File: src/ccdr_pkg.sv
/*
 * Constants for the frame-transfer sensor drive sequencer.
 * Assumes a 25 MHz ref_clk.
 */
`default_nettype none
package ccdr_pkg;
    localparam int CLK_MHZ        = 25;
    localparam int CLEAR_MIN_NS   = 1000;
    localparam int CLEAR_CYC      = (CLEAR_MIN_NS * CLK_MHZ + 999) / 1000;
    localparam int LINES          = 500;
    localparam int PIXELS         = 680;
    localparam int DARK_COLS      = 22;
    localparam int DARK_LINES     = 4;
    localparam int DUMMY_ELEMS    = 4;
    localparam int XFER_FIELD1    = 500;
    localparam int XFER_FIELD2    = 501;
    localparam int INTEG_DEFAULT  = 1000;
    // Cycles from the pixel's start (the cycle before its reset pulse) to taking its sample:
    // reset, shift, sensor output, then two synchroniser stages
    localparam int PIX_SAMPLE_CYC = 5;
    localparam logic [1:0] MODE_INTERLACE = 2'h0;
    localparam logic [1:0] MODE_PROG_ONE  = 2'h1;
    localparam logic [1:0] MODE_PROG_DUAL = 2'h2;
    localparam logic [1:0] MODE_LINE_SUM  = 2'h3;
    typedef enum logic [6:0] {
        ST_IDLE  = 7'h01,
        ST_CLEAR = 7'h02,
        ST_INTEG = 7'h04,
        ST_SUM   = 7'h08,
        ST_XFER  = 7'h10,
        ST_LINE  = 7'h20,
        ST_PIX   = 7'h40
    } ccdr_state_e;
endpackage
`default_nettype wire

File: src/ccdr_if.sv
/*
 * Interface carrying digitised samples from the front end into the readout buffer.
 * Assumes one clock shared by both ends; valid/ready handshake on each side.
 */
`default_nettype none
interface ccdr_if #(parameter int W = 12) ();
    logic [W-1:0] data;
    logic         valid;
    logic         ready;
    modport src (output data, output valid, input  ready);
    modport dst (input  data, input  valid, output ready);
endinterface
`default_nettype wire

File: src/ccdr_buf.sv
/*
 * Two-entry buffer for sample pairs.
 * Assumes single clock, synchronous active-high reset.
 */
`default_nettype none
module ccdr_buf #(
    parameter int W = 24
) (
    input  wire logic ref_clk,
    input  wire logic srst,
    ccdr_if.dst       in_p,
    ccdr_if.src       out_p
);
    logic [W-1:0] mem_q [2];
    logic [W-1:0] mem_d [2];
    logic         wp_q, wp_d, rp_q, rp_d;
    logic [1:0]   cnt_q, cnt_d;
    logic         push, pop;

    always_comb begin
        push     = in_p.valid && (cnt_q != 2'h2);
        pop      = out_p.ready && (cnt_q != 2'h0);
        mem_d    = mem_q;
        wp_d     = wp_q;
        rp_d     = rp_q;
        cnt_d    = cnt_q;
        if (push) begin
            mem_d[wp_q] = in_p.data;
            wp_d        = ~wp_q;
        end
        if (pop) begin
            rp_d = ~rp_q;
        end
        if (push && !pop) begin
            cnt_d = cnt_q + 2'h1;
        end else if (pop && !push) begin
            cnt_d = cnt_q - 2'h1;
        end
    end

    always_ff @(posedge ref_clk) begin
        if (srst) begin
            wp_q  <= 1'b0;
            rp_q  <= 1'b0;
            cnt_q <= 2'h0;
        end else begin
            wp_q  <= wp_d;
            rp_q  <= rp_d;
            cnt_q <= cnt_d;
        end
        mem_q <= mem_d;
    end

    assign in_p.ready  = (cnt_q != 2'h2);
    assign out_p.valid = (cnt_q != 2'h0);
    assign out_p.data  = mem_q[rp_q];
endmodule
`default_nettype wire

File: src/ccdr_ctrl.sv
/*
 * Timing generator for a frame-transfer CCD: clear, integrate, parallel
 * transfer, serial readout; samples from an external converter are tagged
 * and buffered. Assumes converter samples are asynchronous to ref_clk.
 */
// Functional notes
// - Clear pulse on overflow drain lasts at least one microsecond.
// - Interlaced mode issues 500 transfer pulses field one, 501 field two.
// - Interlaced and single-register progressive read video from register two.
// - Dual-register progressive clocks both registers together, two lines in parallel.
// - Line-summing pulses precede the parallel transfer into storage.
// - In line summing, register one may be read for smear subtraction.
// - Reset gate pulsed once per pixel before next charge arrives.
// - Storage gate pulsed with serial gate to move one line.
// - Overflow drain dips during parallel transfer.
`default_nettype none
module ccdr_ctrl #(
    parameter int AW       = 12,
    parameter int LINES    = ccdr_pkg::LINES,
    parameter int PIXELS   = ccdr_pkg::PIXELS,
    parameter int INTEG_CY = ccdr_pkg::INTEG_DEFAULT
) (
    input  wire logic          ref_clk,
    input  wire logic          srst,
    input  wire logic          frame_start,
    input  wire logic [1:0]    mode_sel,
    input  wire logic [AW-1:0] adc_a,
    input  wire logic [AW-1:0] adc_b,
    input  wire logic          out_ready,
    output logic               image_gate_a,
    output logic               image_gate_b,
    output logic               storage_gate,
    output logic               serial_shift_gate,
    output logic               reset_gate,
    output logic               drain_clear,
    output logic               drain_dip,
    output logic               out_valid,
    output logic [AW-1:0]      out_video,
    output logic [AW-1:0]      out_aux,
    output logic               out_dark,
    output logic               out_line_start,
    output logic               busy
);
    localparam int LW = 10;
    localparam int PW = 10;
    localparam int CW = 16;
    localparam int DW = 2 * AW + 2;

    ccdr_pkg::ccdr_state_e st_q, st_d;
    logic [1:0]    mode_q, mode_d;
    logic          field_q, field_d;
    logic [CW-1:0] cnt_q, cnt_d;
    logic [LW-1:0] line_q, line_d;
    logic [PW-1:0] pix_q, pix_d;
    logic          ph_q, ph_d;
    logic          iga_d, igb_d, sg_d, ssg_d, rg_d, dc_d, dd_d;
    logic          iga_q, igb_q, sg_q, ssg_q, rg_q, dc_q, dd_q;
    logic          push_ok, samp;
    logic [AW-1:0] a_s1_q, a_s2_q, b_s1_q, b_s2_q;

    ccdr_if #(.W(DW)) in_b ();
    ccdr_if #(.W(DW)) out_b ();

    ////////////////////////////////////////////////////////////////////////
    // Converter inputs come from another domain; two stages each
    always_ff @(posedge ref_clk) begin
        a_s1_q <= adc_a;
        a_s2_q <= a_s1_q;
        b_s1_q <= adc_b;
        b_s2_q <= b_s1_q;
    end

    ////////////////////////////////////////////////////////////////////////
    always_comb begin
        st_d    = st_q;
        mode_d  = mode_q;
        field_d = field_q;
        cnt_d   = cnt_q;
        line_d  = line_q;
        pix_d   = pix_q;
        ph_d    = ~ph_q;
        iga_d   = 1'b0;
        igb_d   = 1'b0;
        sg_d    = 1'b0;
        ssg_d   = 1'b0;
        rg_d    = 1'b0;
        dc_d    = 1'b0;
        dd_d    = 1'b0;
        samp    = 1'b0;
        case (st_q)
            ccdr_pkg::ST_IDLE: begin
                if (frame_start) begin
                    mode_d = mode_sel;
                    st_d   = ccdr_pkg::ST_CLEAR;
                    cnt_d  = '0;
                end
            end
            ccdr_pkg::ST_CLEAR: begin
                dc_d  = 1'b1;
                cnt_d = cnt_q + 1'b1;
                if (cnt_q == CW'(ccdr_pkg::CLEAR_CYC - 1)) begin
                    cnt_d = '0;
                    st_d  = ccdr_pkg::ST_INTEG;
                end
            end
            ccdr_pkg::ST_INTEG: begin
                cnt_d = cnt_q + 1'b1;
                if (cnt_q == CW'(INTEG_CY - 1)) begin
                    cnt_d = '0;
                    ph_d  = 1'b0;
                    st_d  = (mode_q == ccdr_pkg::MODE_LINE_SUM) ? ccdr_pkg::ST_SUM
                                                                : ccdr_pkg::ST_XFER;
                end
            end
            ccdr_pkg::ST_SUM: begin
                iga_d = !field_q;
                igb_d = field_q;
                if (ph_q) begin
                    ph_d = 1'b0;
                    st_d = ccdr_pkg::ST_XFER;
                end
            end
            ccdr_pkg::ST_XFER: begin
                dd_d  = 1'b1;
                iga_d = !ph_q;
                igb_d = !ph_q;
                sg_d  = !ph_q;
                ssg_d = !ph_q;
                if (ph_q) begin
                    cnt_d = cnt_q + 1'b1;
                    if (cnt_q == CW'((field_q ? LINES + (ccdr_pkg::XFER_FIELD2 -
                                                         ccdr_pkg::XFER_FIELD1)
                                              : LINES) - 1)) begin
                        dd_d   = 1'b0;
                        cnt_d  = '0;
                        line_d = '0;
                        st_d   = ccdr_pkg::ST_LINE;
                    end
                end
            end
            ccdr_pkg::ST_LINE: begin
                sg_d  = !ph_q;
                ssg_d = !ph_q;
                pix_d = '0;
                if (ph_q) begin
                    st_d = ccdr_pkg::ST_PIX;
                end
            end
            ccdr_pkg::ST_PIX: begin
                // dummies clocked first
                // Stall only before a pixel starts, so the sample is always
                // taken a fixed latency after its shift and finds buffer room
                ph_d  = ph_q;
                cnt_d = cnt_q + 1'b1;
                rg_d  = (cnt_q == '0) && push_ok;
                ssg_d = (cnt_q == CW'(1));
                if ((cnt_q == '0) && !push_ok) begin
                    cnt_d = '0;
                end
                if (cnt_q == CW'(ccdr_pkg::PIX_SAMPLE_CYC)) begin
                    samp  = 1'b1;
                    cnt_d = '0;
                    pix_d = pix_q + 1'b1;
                    if (pix_q == PW'(PIXELS + ccdr_pkg::DUMMY_ELEMS - 1)) begin
                        line_d = line_q + 1'b1;
                        st_d   = ccdr_pkg::ST_LINE;
                        if (mode_q == ccdr_pkg::MODE_PROG_DUAL) begin
                            line_d = line_q + LW'(2);
                        end
                        if (line_d >= LW'(LINES + ccdr_pkg::DARK_LINES)) begin
                            field_d = ~field_q;
                            st_d    = ccdr_pkg::ST_IDLE;
                        end
                    end
                end
            end
            default: st_d = ccdr_pkg::ST_IDLE;
        endcase
    end

    always_ff @(posedge ref_clk) begin
        if (srst) begin
            st_q    <= ccdr_pkg::ST_IDLE;
            mode_q  <= ccdr_pkg::MODE_INTERLACE;
            field_q <= 1'b0;
            cnt_q   <= '0;
            line_q  <= '0;
            pix_q   <= '0;
            ph_q    <= 1'b0;
            iga_q   <= 1'b0;
            igb_q   <= 1'b0;
            sg_q    <= 1'b0;
            ssg_q   <= 1'b0;
            rg_q    <= 1'b0;
            dc_q    <= 1'b0;
            dd_q    <= 1'b0;
        end else begin
            st_q    <= st_d;
            mode_q  <= mode_d;
            field_q <= field_d;
            cnt_q   <= cnt_d;
            line_q  <= line_d;
            pix_q   <= pix_d;
            ph_q    <= ph_d;
            iga_q   <= iga_d;
            igb_q   <= igb_d;
            sg_q    <= sg_d;
            ssg_q   <= ssg_d;
            rg_q    <= rg_d;
            dc_q    <= dc_d;
            dd_q    <= dd_d;
        end
    end

    ////////////////////////////////////////////////////////////////////////
    // Sample tagging; pixel shifting stalls while the buffer is full
    logic valid_pix, dark_pix, first_pix;
    always_comb begin
        push_ok   = in_b.ready;
        valid_pix = pix_q >= PW'(ccdr_pkg::DUMMY_ELEMS);
        dark_pix  = pix_q < PW'(ccdr_pkg::DUMMY_ELEMS + ccdr_pkg::DARK_COLS);
        first_pix = pix_q == PW'(ccdr_pkg::DUMMY_ELEMS);
        in_b.valid = samp && valid_pix;
        in_b.data  = {dark_pix, first_pix, b_s2_q,
                      (mode_q == ccdr_pkg::MODE_INTERLACE ||
                       mode_q == ccdr_pkg::MODE_PROG_ONE) ? AW'(0) : a_s2_q};
    end

    ccdr_buf #(.W(DW)) u_buf (
        .ref_clk (ref_clk),
        .srst    (srst),
        .in_p    (in_b),
        .out_p   (out_b)
    );

    ////////////////////////////////////////////////////////////////////////
    logic ov_q, os_q, od_q;
    logic [AW-1:0] vid_q, aux_q;
    logic          take;
    always_comb begin
        take = !ov_q || out_ready;
        out_b.ready = take;
    end

    always_ff @(posedge ref_clk) begin
        if (srst) begin
            ov_q  <= 1'b0;
            os_q  <= 1'b0;
            od_q  <= 1'b0;
            vid_q <= '0;
            aux_q <= '0;
        end else if (take) begin
            ov_q  <= out_b.valid;
            od_q  <= out_b.data[DW-1];
            os_q  <= out_b.data[DW-2];
            vid_q <= out_b.data[2*AW-1:AW];
            aux_q <= out_b.data[AW-1:0];
        end
    end

    assign image_gate_a      = iga_q;
    assign image_gate_b      = igb_q;
    assign storage_gate      = sg_q;
    assign serial_shift_gate = ssg_q;
    assign reset_gate        = rg_q;
    assign drain_clear       = dc_q;
    assign drain_dip         = dd_q;
    assign out_valid         = ov_q;
    assign out_video         = vid_q;
    assign out_aux           = aux_q;
    assign out_dark          = od_q;
    assign out_line_start    = os_q;
    assign busy              = (st_q != ccdr_pkg::ST_IDLE);
endmodule
`default_nettype wire

File: config.mk
export PLATFORM = sky130hd
export DESIGN_NAME = ccdr_ctrl
export DESIGN_NICKNAME = d
export VERILOG_FILES = /design/src/ccdr_pkg.sv /design/src/ccdr_if.sv /design/src/ccdr_buf.sv /design/src/ccdr_ctrl.sv
export SDC_FILE = /design/constraint.sdc
export NUM_CORES = 1
export LEC_CHECK = 0
export ABC_CLOCK_PERIOD_IN_PS = 7950
export BUFFER_PORTS_ARGS = -buffer_cell sky130_fd_sc_hd__buf_4
export CORE_UTILIZATION = 58
export DETAILED_ROUTE_END_ITERATION = 16
export PLACE_DENSITY = 0.84
export SLEW_MARGIN = 20
export SYNTH_ARGS = -nofsm -noshare
export SYNTH_HDL_FRONTEND = slang
export SYNTH_SLANG_ARGS = --single-unit
export TNS_END_PERCENT = 20
File: constraint.sdc
create_clock -name ref_clk -period 7.95 [get_ports ref_clk]
set_input_delay 1.1925 -clock ref_clk [delete_from_list [all_inputs] [get_ports ref_clk]]
set_output_delay 1.1925 -clock ref_clk [all_outputs]
set_load 0.02 [all_outputs]
# --- Word-level counts from Yosys, hierarchy flattened ---
# Index checks and enable logic that the tools add are counted.
totals:
  ff_bits: 185
  output_inout_bits: 35
  wordCells: 163
classes:
  n_addsub: 7
  order_cmp: 6
  n_eq_ne: 28
  mux: 52
  bitwise: 9
  reduce_logical: 33
ops:
  columns: ["op", "n"]
  rows:
  - ["$mux W16", 7]
  - ["$mux W26", 4]
  - ["$mux W10", 9]
  - ["$pmux W16 S5", 1]
  - ["$mux W7", 9]
  - ["$bwmux W52", 1]
  - ["$pmux W7 S7", 1]
  - ["$pmux W10 S2", 2]
  - ["$demux W26 S1", 1]
  - ["$add A10 B1 Y10 const B", 2]
  - ["$ne A2 B2 Y1 const B", 10]
  - ["$add A16 B1 Y16 const B", 1]
  - ["$eq A16 B1 Y1 const B", 1]
  - ["$eq A16 B10 Y1 const B", 1]
  - ["$eq A16 B16 Y1", 1]
  - ["$eq A16 B3 Y1 const B", 1]
  - ["$eq A16 B5 Y1 const B", 1]
  - ["$logic_not A16 Y1", 1]
  - ["$mux W12", 1]
  - ["$add A10 B2 Y10 const B", 1]
  - ["$eq A10 B10 Y1 const B", 1]
  - ["$eq A10 B3 Y1 const B", 1]
  - ["$ge A10 B3 Y1 const B", 1]
  - ["$ge A10 B9 Y1 const B", 1]
  - ["other kinds (36)", 75]

# --- Depth between registers and ports, before layout ---
depth:
  word_depth: 10
  ltp_mapped: 9
  mapped_depth_nobuf: 9

# --- Modules after synthesis ---
# From an unflattened synthesis, not the netlist that was laid out.
unflattened:
  hier_cells: 719
  hier_area_um2: 7374.6
by_module_without_submodules:
  columns: ["mod", "n_inst", "cells_per_inst", "area_each_um2"]
  rows:
  - ["ccdr_ctrl", 1, 616, 5293.8]
  - ["ccdr_buf", 1, 103, 2080.7]

# --- Least setup slack after synthesis ---
# No wires, ideal clock.
synth_path:
  kind: "register to register"
  startpoint: "reg st_q[2]"
  endpoint: "reg u_buf.mem_q[26] (netlist bit) (enable)"
  setup_time_ns: 0.412
  arrival_ns: 2.910
  path_slack_ns: 4.629
  path_stages_with_launch: 7
  path_buffers: 1
  period_less_slack_ns: 3.321
  path_cell_list: "dfxtp_1 > clkbuf_1 > nor3_1 > nand3_1 > nor4_1 > and3b_1 > nor2b_1"
synth_between:
  elab_chain_cells: 4
synth_lines:
  columns: ["element", "line", "rtl"]
  rows:
  - ["start, declared", "ccdr_ctrl.sv:49", "ccdr_pkg::ccdr_state_e st_q, st_d;"]
  - ["start signal, assigned", "ccdr_ctrl.sv:183", "st_q <= ccdr_pkg::ST_IDLE;"]
  - ["start signal, assigned", "ccdr_ctrl.sv:198", "st_q <= st_d;"]
  - ["$eq A7 B7 Y1", "ccdr_ctrl.sv:90", "case (st_q)"]
  - ["$mux W1", "ccdr_ctrl.sv:90", null]
  - ["$logic_and A1 B1 Y1", "ccdr_ctrl.sv:223", "in_b.valid = samp && valid_pix;"]
  - ["$logic_and A1 B1 Y1", "ccdr_buf.sv:21", "push = in_p.valid && (cnt_q != 2'h2);"]
  - ["net u_buf.push", "ccdr_buf.sv:18", "logic push, pop;"]
  - ["end signal, assigned", "ccdr_buf.sv:51", "mem_q <= mem_d;"]
  - ["end, declared", "ccdr_buf.sv:14", "logic [W-1:0] mem_q [2];"]
# The timed path passes the listed nets, and every way through them passes these cells.
# A chain may end at the register's enable or synchronous reset.

# --- Worst setup path in the final report ---
layout_path:
  startpoint: "reg st_q[3]"
  endpoint: "out busy"
layout_between:
  elab_chain_cells: 1
layout_lines:
  columns: ["element", "line", "rtl"]
  rows:
  - ["$ne A7 B1 Y1", "ccdr_ctrl.sv:273", "assign busy = (st_q != ccdr_pkg::ST_IDLE);"]
  - ["end, declared", "ccdr_ctrl.sv:42", "output logic busy"]
# No other way between the ends.

==> metrics.md <==
| Metric | Value |
|---|---|
| Cell Area, Synth | 7010 um2 |
| First-pass GRT wire length | 22.6 mm |
| Met2 usage | 0.397 |
| Layout Cell Area excl Fill | 8220 um2 |
| Tot GR Track Use | 0.233 |
| Worst r2r src | cnt_q[11]$_SDFFE_PP0P_ |
| Busiest grt layer | met2 |
| Post-Syn Instances | 630 |
| Worst relative slew slack | 0.336 |
| Pint | 0.00159 W |
| Drt pass-1 iters | 11 |
| Netlist cell types | 57 |
| Placed cell areas | 7600 um2 |
| Pwr Density | 255 nW/um2 |
| Rows | 39 |
| Yosys Warn Count | 0 |
| R2R depth | 7 |
| Initial antenna violation count | 0 |
| Iter 0 DRT Violations | 256 |
| # clock sinks | 185 |
| Reg-to-Reg End | u_buf.mem_q[37]$_DFFE_PP_ |
| Fin. max-slew vios | 0 |
| Commonest register cell after synthesis | dfxtp_1 |
| CTS tree | yes |
| # IOs | 65 |
| Total core area | 11600 um2 |
| Die X | 112 um |
| WP depth | 4 |
| Clock share of power | 0.418 |
| IO buf count | 64 |
| Peak Freq | 306 MHz |
| Cells along the critical path | or4_1, nor3_1, inv_1, buf_4 |
| Final hold slack | 327 ps |
| Post-synthesis mux area share | 0.0434 |
| WL/cell | 16.3 um |
| Layout cells sized above 1 | 0.170 |
| Violated checks | design-rule violations |
| Fraction of the mapped netlist area in compound gates | 0.109 |
| Clock buffer depth | 2 |
| Worst EP required | 6760 ps |
| # resized after CTS | 0 |
| Largest net degree at the start of global routing | 69 |
| Comb pwr share | 0.092 |
| Pleak | 3.12 nW |
| Skew final | 10.2 ps |
| Mapped Nets | 668 |
| Synth-to-Final Area Change | 17.2% |
| Total of max-cap violations | 0 |
| # setup viols final | 0 |
| Clk slew on worst S/H paths | 70 ps |
| Vias in the first global route | 4788 |
| RSZ-0062 raised after global routing | no |
| Clk_lat worst skew | 430 ps |
| Ant diodes | 0 |
| Critical Path End | busy |
| #FFs+latches synth | 185 |
| Via Count | 4891 |
| Layout Nets | 726 |
| Post-synthesis xor/xnor area fraction | 0.0412 |
| R2R Setup Slk | 4740 ps |
| Power Total | 0.00209 W |
| Period utilization | 0.411 |
| Simple-gate share of the synthesized area | 0.166 |
| H-Tree Depth | 4 |
| Root Driver | clkbuf_16 |
| Core Util, Final | 0.708 |
| Hold/Removal Path Class | reg -> reg |
| Routed WL | 13.7 mm |
| Crit. End Element | output port |
| Arr. time, crit path | 2070 ps |
| Post-synth top area share | 0.380 |
| Sequential share of the synthesized area | 0.602 |
| Delay of the slowest critical-path stage | 610 ps |
| Sequential group share of total power | 0.490 |
| Final Wtd Congestion | 0.910 |
| Critical Path Source | st_q[3]$_SDFFE_PP0P_ |
| Sum of negative setup slack | 0 ps |
| CP max-delay cell | or4_1 |
| Crit path max fanout | 9 |
| DRC | 1 |
| Vias per cell | 5.80 |
| Cell family with most CP delay | simple AND/OR/NAND/NOR gates |
| Net Switching | 0.000501 W |
| Average cell area after synthesis | 11.1 um2 |
| Worst Max-Slew Pin Slew | 996 ps |
| Remaining Overflow, GRT | 0 |
| Outcome | finished with violations |
| Post-synthesis adder-cell area fraction | 0.0143 |
| VDD IR-drop max | 0.296 mV |
| EDFF count, synth | 52 |
| Bufs and invs on worst path | 2 |
| M1 GR Usage | 0.283 |
| Area contributors post-synth | dfxtp_1 38%, edfxtp_1 22%, nor2_1 4.3% |
| Met3 Track Usage GR | 0.0637 |
| Die H | 112 um |
| Largest family of logic cells by synthesized area | simple AND/OR/NAND/NOR gates |
| Placed wire-length estimate | 9.11 mm |
| CP Class | reg -> out |
| Cts bufs inserted | 17 |
| Initial core utilization | 0.604 |
| Minimum clock period | 3260 ps |
| Hold Fails Final Rpt | 0 |
| CP Launch Type | flip-flop |
| Post-CTS Setup Repair Bufs | 0 |
| Switching Share | 0.240 |
| Die ar. | 12500 um2 |
| Post-synth ARST share | 0 |
| Hold_buf cts | 0 |
| Synth area leader | dfxtp_1 |
| Final ANT Viol Nets | 0 |
## power groups by stage
stage / clock, W / combinational [W] / sequential, W
after CTS: 0.000883 / 0.000191 / 0.00103
after floorplan: 0 / 0.000131 / 0.00104
after detailed placement: 0 / 0.000189 / 0.00105
after global routing: 0.000927 / 0.000214 / 0.00103
after global placement: 0 / 0.000185 / 0.00105
final: 0.000874 / 0.000193 / 0.00103
## layout by cell type, fill, tap and decap left out, types with 12 or more instances in the layout
cell / synthesis / routed
mux2i_1: 27 / 27
dfxtp_1: 133 / 132
clkbuf_16: 0 / 17
and2_1: 17 / 17
nand3_1: 13 / 13
edfxtp_1: 52 / 52
nor2_1: 80 / 80
buf_4: 1 / 71
xor2_1: 25 / 25
o21ai_0: 13 / 13
nor3_1: 13 / 12
nand2_1: 25 / 25
a211oi_1: 29 / 29
a21oi_1: 24 / 24
## registers in the layout, summed over array words and instances, names as in the netlist, 2 cells and up
| signal | flops |
|---|---|
| a_s2_q | 12 |
| out_video | 12 |
| out_aux | 12 |
| line_q | 10 |
| b_s2_q | 12 |
| mode_q | 2 |
| u_buf.mem_q | 52 |
| a_s1_q | 12 |
| u_buf.cnt_q | 2 |
| pix_q | 10 |
| st_q | 7 |
| b_s1_q | 12 |
| cnt_q | 16 |
## synthesized netlist by cell type (all sizes together) (2+ instances only)
library cell and instances:
a211oi 29, o32ai 2, nor4 10, o21ai 13, or4 4, a2111oi 2
or2 5, a31oi 3, and3 9, o21a 2, nor2b 10, nand3 13
nor3 13, and4 4, mux2i 27, a21o 2, a41oi 2, or3 4
nor4b 2, edfxtp 52, o31ai 2, a21oi 24, inv 9, o2111ai 7
ha 8, xor2 25, a31o 2, clkbuf 27, nand2b 11, o211ai 5
buf 5, a311oi 7, dfxtp 133, nand2 25, nor4bb 2, xnor2 8
a32oi 2, and3b 3, mux2 3, and2 17, nand4 8, nor2 80
## logic make-up (layout without fill, tap and decap cells)
logic type                 Yosys count  in the layout
AOI/OAI and AO/OA                  109            109
xor gates and xnor gates            33             33
adders and majority gates            8              8
buffers and inverters               41            112
DFF                                185            185
muxes                               30             30
and+or+nand+nor                    224            224
## stage by stage
step / cells / worst slack [ps]
CTS: 844 / 4690
finish: 844 / 4690
global placement: 812 / 4650
detailed placement: 812 / 4570
global route: 844 / 4480
floorplan: 630 / 4630
## area by class of cell
class	instances	area, um2
Clock buffer	21	460
Tap cell	143	179
Clock inverter	11	156
Timing Repair Buffer	71	533
Inverter	9	33.8
Sequential cell	185	4230
Fill cell	816	3390
Multi-Input combinational cell	404	2630
## worst min path at each step
stage	startpoint	to	depth (start not counted)
6_report	b_s1_q[3]$_DFF_P_	b_s2_q[3]$_DFF_P_	0
5_1_grt	a_s1_q[3]$_DFF_P_	a_s2_q[3]$_DFF_P_	0
4_1_cts	a_s1_q[7]$_DFF_P_	a_s2_q[7]$_DFF_P_	0
3_5_place_dp	a_s1_q[11]$_DFF_P_	a_s2_q[11]$_DFF_P_	0
3_3_place_gp	a_s1_q[5]$_DFF_P_	a_s2_q[5]$_DFF_P_	0
2_1_floorplan	a_s1_q[0]$_DFF_P_	a_s2_q[0]$_DFF_P_	0
## per-layer routing
layer | share of wire | wire length, um | vias up
met3 | 0.046 | 632 | 17
met2 | 0.52 | 7080 | 128
li1 | - | - | 2401
met5 | 0 | 0 | -
met4 | 0.014 | 198 | 0
met1 | 0.42 | 5810 | 2345
No activity file was read; power rests on OpenSTA's default activity.
